**src/shared/mtsc_pkg.sv**
```systemverilog
// Package for the transmit statistics counter bank.
// Assumes a register read port decoded to word indices.
`default_nettype none
package mtsc_pkg;
  // Register indices in the MAC register space
  localparam logic [15:0] ADDR_LARGE_OK = 16'h003a;
  localparam logic [15:0] ADDR_UNDERFLOW = 16'h003b;
  localparam logic [15:0] ADDR_ONE_COL = 16'h003c;
  localparam logic [15:0] ADDR_MANY_COL = 16'h003d;
  // Field widths
  localparam int LARGE_W = 32;
  localparam int UFLOW_W = 10;
  localparam int COL_W = 18;
  // Saturation ceilings
  localparam logic [31:0] LARGE_MAX = 32'h0fffffff;
  localparam logic [9:0] UFLOW_MAX = 10'h3ff;
  localparam logic [17:0] COL_MAX = 18'h3ffff;
  // Frame size threshold in bytes
  localparam logic [15:0] LARGE_BYTES = 16'h0400;
  // Reset value of every counter
  localparam logic [31:0] CNT_RESET = 32'h00000000;
endpackage
`default_nettype wire

```
**src/verilog/mtsc_counters.sv**
```systemverilog
// Four clear-on-read saturating transmit statistics counters.
// Assumes event pulses are one cycle wide and synchronous to REF_CLK.
`default_nettype none

module mtsc_counters
  import mtsc_pkg::*;
(
  // Clock and reset
  input wire logic REF_CLK,
  input wire logic RST_N,
  // Register read port
  input wire logic RD_EN,
  input wire logic [15:0] RD_ADDR,
  output logic [31:0] RD_DATA,
  output logic RD_VALID,
  // Transmit path events
  input wire logic TX_DONE_OK,
  input wire logic [15:0] TX_FRAME_BYTES,
  input wire logic [4:0] TX_COLLISIONS,
  input wire logic TX_UNDERFLOW_ABORT,
  input wire logic CUT_THROUGH_EN,
  // PLCA reconciliation sublayer
  input wire logic PLCA_EN,
  input wire logic PLCA_LOGICAL_COL
);

  logic [31:0] large_cnt, next_large_cnt;
  logic [9:0] uflow_cnt, next_uflow_cnt;
  logic [17:0] one_cnt, next_one_cnt;
  logic [17:0] many_cnt, next_many_cnt;
  logic [31:0] next_rd_data;
  logic next_rd_valid;
  logic ev_large, ev_uflow, ev_one, ev_many;
  logic rd_large, rd_uflow, rd_one, rd_many;
  logic one_col_frame;

  // Read address decode
  function automatic logic hit(input logic [15:0] a, input logic [15:0] r);
    hit = RD_EN && (a == r);
  endfunction

  // Event qualification
  always_comb begin
    ev_large = TX_DONE_OK && (TX_FRAME_BYTES >= LARGE_BYTES);
    ev_uflow = TX_UNDERFLOW_ABORT && CUT_THROUGH_EN;
    // Under PLCA the RS reports one logical collision per frame
    one_col_frame = PLCA_EN ? PLCA_LOGICAL_COL
                            : (TX_COLLISIONS == 5'h01);
    ev_one = TX_DONE_OK && one_col_frame;
    // Counted regardless of PLCA so misconfiguration shows up
    ev_many = TX_DONE_OK && (TX_COLLISIONS > 5'h01);
    rd_large = hit(RD_ADDR, ADDR_LARGE_OK);
    rd_uflow = hit(RD_ADDR, ADDR_UNDERFLOW);
    rd_one = hit(RD_ADDR, ADDR_ONE_COL);
    rd_many = hit(RD_ADDR, ADDR_MANY_COL);
  end

  // Next counter values: clear on read, event survives the clear
  always_comb begin
    // Large frames: clear on read, else saturating increment
    next_large_cnt = large_cnt;
    if (rd_large) begin
      next_large_cnt = {31'h0, ev_large};
    end else if (ev_large && large_cnt != LARGE_MAX) begin
      next_large_cnt = large_cnt + 32'h1;
    end
    // Underflow aborts, 10-bit field
    next_uflow_cnt = uflow_cnt;
    if (rd_uflow) begin
      next_uflow_cnt = {9'h0, ev_uflow};
    end else if (ev_uflow && uflow_cnt != UFLOW_MAX) begin
      next_uflow_cnt = uflow_cnt + 10'h1;
    end
    // Single-collision frames, 18-bit field
    next_one_cnt = one_cnt;
    if (rd_one) begin
      next_one_cnt = {17'h0, ev_one};
    end else if (ev_one && one_cnt != COL_MAX) begin
      next_one_cnt = one_cnt + 18'h1;
    end
    // Multiple-collision frames, 18-bit field
    next_many_cnt = many_cnt;
    if (rd_many) begin
      next_many_cnt = {17'h0, ev_many};
    end else if (ev_many && many_cnt != COL_MAX) begin
      next_many_cnt = many_cnt + 18'h1;
    end
  end

  // Read data mux, unused upper bits zero
  always_comb begin
    next_rd_valid = RD_EN;
    next_rd_data = CNT_RESET;
    if (rd_large) begin
      next_rd_data = large_cnt;
    end else if (rd_uflow) begin
      next_rd_data = {22'h0, uflow_cnt};
    end else if (rd_one) begin
      next_rd_data = {14'h0, one_cnt};
    end else if (rd_many) begin
      next_rd_data = {14'h0, many_cnt};
    end
  end

  // State registers
  always_ff @(posedge REF_CLK or negedge RST_N) begin
    if (!RST_N) begin
      large_cnt <= CNT_RESET;
      uflow_cnt <= CNT_RESET[UFLOW_W-1:0];
      one_cnt <= CNT_RESET[COL_W-1:0];
      many_cnt <= CNT_RESET[COL_W-1:0];
      RD_DATA <= CNT_RESET;
      RD_VALID <= 1'b0;
    end else begin
      large_cnt <= next_large_cnt;
      uflow_cnt <= next_uflow_cnt;
      one_cnt <= next_one_cnt;
      many_cnt <= next_many_cnt;
      RD_DATA <= next_rd_data;
      RD_VALID <= next_rd_valid;
    end
  end
endmodule
`default_nettype wire

```
**config.mk**
```make
export PLATFORM = sky130hd
export DESIGN_NAME = mtsc_counters
export DESIGN_NICKNAME = d
export VERILOG_FILES = /design/src/shared/mtsc_pkg.sv /design/src/verilog/mtsc_counters.sv
export SDC_FILE = /design/constraint.sdc
export NUM_CORES = 1
export LEC_CHECK = 0
export CAP_MARGIN = 15
export CORE_ASPECT_RATIO = 1.4
export CORE_MARGIN = 10
export CORE_UTILIZATION = 50
export CTS_CLUSTER_DIAMETER = 100
export DETAILED_ROUTE_END_ITERATION = 10
export DONT_BUFFER_PORTS = 1
export PLACE_DENSITY_LB_ADDON = 0.1
export SLEW_MARGIN = 20
export SYNTH_ARGS = -nofsm -noshare
export SYNTH_HDL_FRONTEND = slang
export SYNTH_SLANG_ARGS = --single-unit
```
**constraint.sdc**
```tcl
create_clock -name REF_CLK -period 2.1 [get_ports REF_CLK]
set_input_delay 0 -clock REF_CLK [delete_from_list [all_inputs] [get_ports REF_CLK]]
set_output_delay 0 -clock REF_CLK [all_outputs]
set_load 0.05 [all_outputs]
```
==> impl_metrics.yaml <==
timing:
  setup_viol: 0
  rsz0062_at_grt: "yes"
  maxSlewHeadroom_pct: 55.64
  slew_violations: 0
  finClkSkew_ns: 0.005862
  whs_ns: -0.6663
  fin_crit_ns: 2.000
  finalCritPeriodShare_pct: 95.26
  tightest_slew_ns: 0.6632
  fmax_mhz: 499.9
  timing.final.hold_violations: 111
  setup_tns_ns: 0
hold_path:
  hold_class: "in -> async"
status:
  run_status: "complete, but fails checks"
  violations: "hold timing"
finish:
  layout_common_cells: "110 x dfrtp_1, 49 x a21oi_1, 47 x nand2_1, 41 x buf_4, 39 x nand3_1"
  seq_area_um2: 2779
  nNetsFinal: 692
  area_growth_pct: 12.72
  multi_input_area_um2: 2880
  layout-drive-gt1-share_pct: 13.43
  diodes: 0
  final_common_cell: "dfrtp_1"
  fillers: 973
grt:
  overflow: 0
  grt_first_pass_wirelength_um: 26100
  grt_usage_pct: 19.02
  grt_pass1_vias: 5069
  grt_start_max_net_pins: 112
  grt_antenna_before_repair: 0
place:
  dp_hpwl_um: 11120
  finalWeightedCongestion: 0.8554
  io_buffers: 0
synthesis:
  syn_inst: 616
  ys_seq_elements: 111
  synth-edff-count: 0
  seq_area_frac_synth_pct: 47.71
  yosysWarnings: 0
  synth-main-ff-cell: "dfrtp_1"
  synth_area_per_cell_um2: 9.451
  synth-async-reset-ratio_pct: 100.0
  syn-cell-area_um2: 5822
  synth.distinct_cells: 56
  syn_nets: 665
setup_path:
  worstReg2RegStart: "large_cnt[0]$_DFFE_PN0P_"
  crit_arrival_ns: 2.28
  cp_data_required_time_ns: 2.38
  worst-path-buf-inv: 2
  crit_slowest_cell: "dfrtp_1"
  worst_path_most_repeated_cell: "buf_4"
  slowest_delay_ns: 0.36
  r2r_slack_ns: 0.1
  r2r-end: "large_cnt[18]$_DFFE_PN0P_"
  cp-end-kind: "register"
  worstSetupStartpointType: "register"
  critPathKind: "reg -> reg"
  cp_cell_sequence: "ha_1 > nand3_2 > nor4_1 > buf_4 > o211ai_1 > buf_4 > or3_1 > a21oi_1"
  worstPathMaxFanout: 8
  r2r_cells: 8
  crit_family: "simple AND/OR/NAND/NOR gates"
drt:
  drc: 0
  vias_per_cell: 6.457
  drt-initial-drc-count: 317
  vias: 5114
  antenna_left: 0
  wl_um: 15670
  dr.pass1.iters: 6
  wl_per_cell_um: 19.79
pwr:
  p_per_area_nw_per_um2: 780.8
  p_leak_nw: 2.596
  max-vdd-ir-drop_mv: 0.5046
  finalPower_mw: 5.124
job:
  maxCapViolCount: 0
cts:
  cts-hold-fix-buffers: 4
  htree_levels: 3
  clk_pin_slew_ns: 0.07
  clk_latency_ns: 0.35
  cts_sinks: 111
  cts_buffers: 9
  clk_path_buf_depth: 2
  cts_tree: "yes"
  postCtsSetupBuffers: 0
  root_buffer: "clkbuf_16"
floorplan:
  core_um2: 11340
  die_y_um: 147.7
  die_w_um: 111.2
  start_util_pct: 51.35
  dieArea_um2: 16420
  io_pins: 78
  row_count: 46
[cell usage after synthesis, types with 2 or more instances]
cell / number / area, um^2
nand3_1: 40 / 200.2
nor3_2: 4 / 40.04
or4_2: 2 / 17.52
ha_1: 4 / 50.05
a21oi_2: 3 / 26.28
a22oi_1: 20 / 150.1
a21oi_1: 49 / 245.2
dfrtp_1: 111 / 2778
and2_1: 16 / 100.1
or4_1: 19 / 142.6
nand2_1: 47 / 176.4
nor2_1: 38 / 142.6
nor4_2: 2 / 25.02
nor2b_1: 3 / 18.77
xnor2_1: 12 / 105.1
o31ai_1: 14 / 105.1
or3_1: 27 / 168.9
o211ai_1: 12 / 90.09
a31oi_1: 2 / 12.51
a211oi_1: 6 / 45.04
buf_2: 8 / 40.04
o21ai_2: 3 / 26.28
and3_1: 10 / 62.56
or3_2: 5 / 37.54
o21ai_0: 37 / 185.2
xor2_1: 3 / 26.28
clkbuf_1: 20 / 75.07
and4_1: 9 / 78.83
o21ai_1: 2 / 10.01
inv_1: 10 / 37.54
nand4_1: 29 / 181.4
nor3_1: 10 / 50.05
a221oi_1: 8 / 70.07
nor4_1: 9 / 56.30
[registers in the layout, indices dropped and copies added, names as in the netlist]
signal and cells:
RD_DATA 32, large_cnt 32, many_cnt 18, one_cnt 18, uflow_cnt 10, RD_VALID 1
[power by group]
| part | internal [mW] | leakage, nW | switching, mW | total [mW] |
|---|---|---|---|---|
| registers | 2.35 | 1.47 | 0.310 | 2.66 |
| logic | 0.312 | 0.977 | 0.367 | 0.679 |
| clock network | 0.970 | 0.147 | 0.811 | 1.78 |
| total | 3.64 | 2.60 | 1.49 | 5.12 |
[final cells by class]
class | instances | share of cell area (%)
inverters | 10 | 0.5720
flip-flops and latches | 111 | 42.35
repair buffers | 47 | 5.777
clock buffers | 11 | 3.699
multi-input cells | 464 | 43.89
well taps | 144 | 2.745
clock inverters | 5 | 0.9724
[layer usage]
layer | share of wire [%] | vias up | track usage, %
met1 | 41 | 2501 | 22.14
met3 | 6.0 | 29 | 3.645
met5 | 0 | - | 0
li1 | - | 2403 | -
met4 | 3.7 | 0 | 10.76
met2 | 50 | 181 | 32.02
[how the worst max path moves through the flow]
stage                                     end  slack [ns]                startpoint  cells past startpoint
finish              large_cnt[18]$_DFFE_PN0P_         0.1  large_cnt[0]$_DFFE_PN0P_                      8
floorplan            large_cnt[6]$_DFFE_PN0P_        0.16  large_cnt[0]$_DFFE_PN0P_                      8
global route        large_cnt[18]$_DFFE_PN0P_       -0.04  large_cnt[0]$_DFFE_PN0P_                      8
detailed placement   many_cnt[17]$_DFFE_PN0P_        0.07   many_cnt[0]$_DFFE_PN0P_                      6
CTS                  many_cnt[11]$_DFFE_PN0P_        0.06   many_cnt[0]$_DFFE_PN0P_                      6
global placement     many_cnt[15]$_DFFE_PN0P_        0.14   many_cnt[0]$_DFFE_PN0P_                      6
[per-stage QoR]
step	util (%)	hold slack (ns)	std cells	setup WS, ns	instance area (um^2)
after floorplan	-	-0.2956	616	0.1584	5822
after global placement	54.59	-0.2920	772	0.1368	6190
after detailed placement	54.59	-0.2920	772	0.07384	6190
after CTS	57.65	-0.6696	792	0.05895	6536
after global routing	57.88	-0.6741	792	-0.04166	6563
final	57.88	-0.6663	792	0.09954	6563
[kinds of logic (layout without fill, tap and decap cells)]
kind of cell | Yosys count | in the layout | share of synthesized area, %
compound gates | 166 | 166 | 18.12
xor+xnor | 15 | 15 | 2.257
fa+ha+maj | 4 | 4 | 0.8597
buf+inv | 41 | 73 | 3.288
flops | 111 | 111 | 47.71
mux | 1 | 1 | 0.1719
simple gates | 278 | 278 | 27.60
[timing repair]
action                                  in CTS  in global routing
hold endpoints to repair                   131                111
resized for setup                            0                  6
endpoints found under the setup margin       0                 19
[worst reg2reg max path: stages, from the launching register on]
cell	delay (ns)
dfrtp_1	0.36
ha_1	0.22
nand3_2	0.11
nor4_1	0.28
buf_4	0.20
o211ai_1	0.08
buf_4	0.19
or3_1	0.34
a21oi_1	0.15
(Power assumes the default switching activity.)
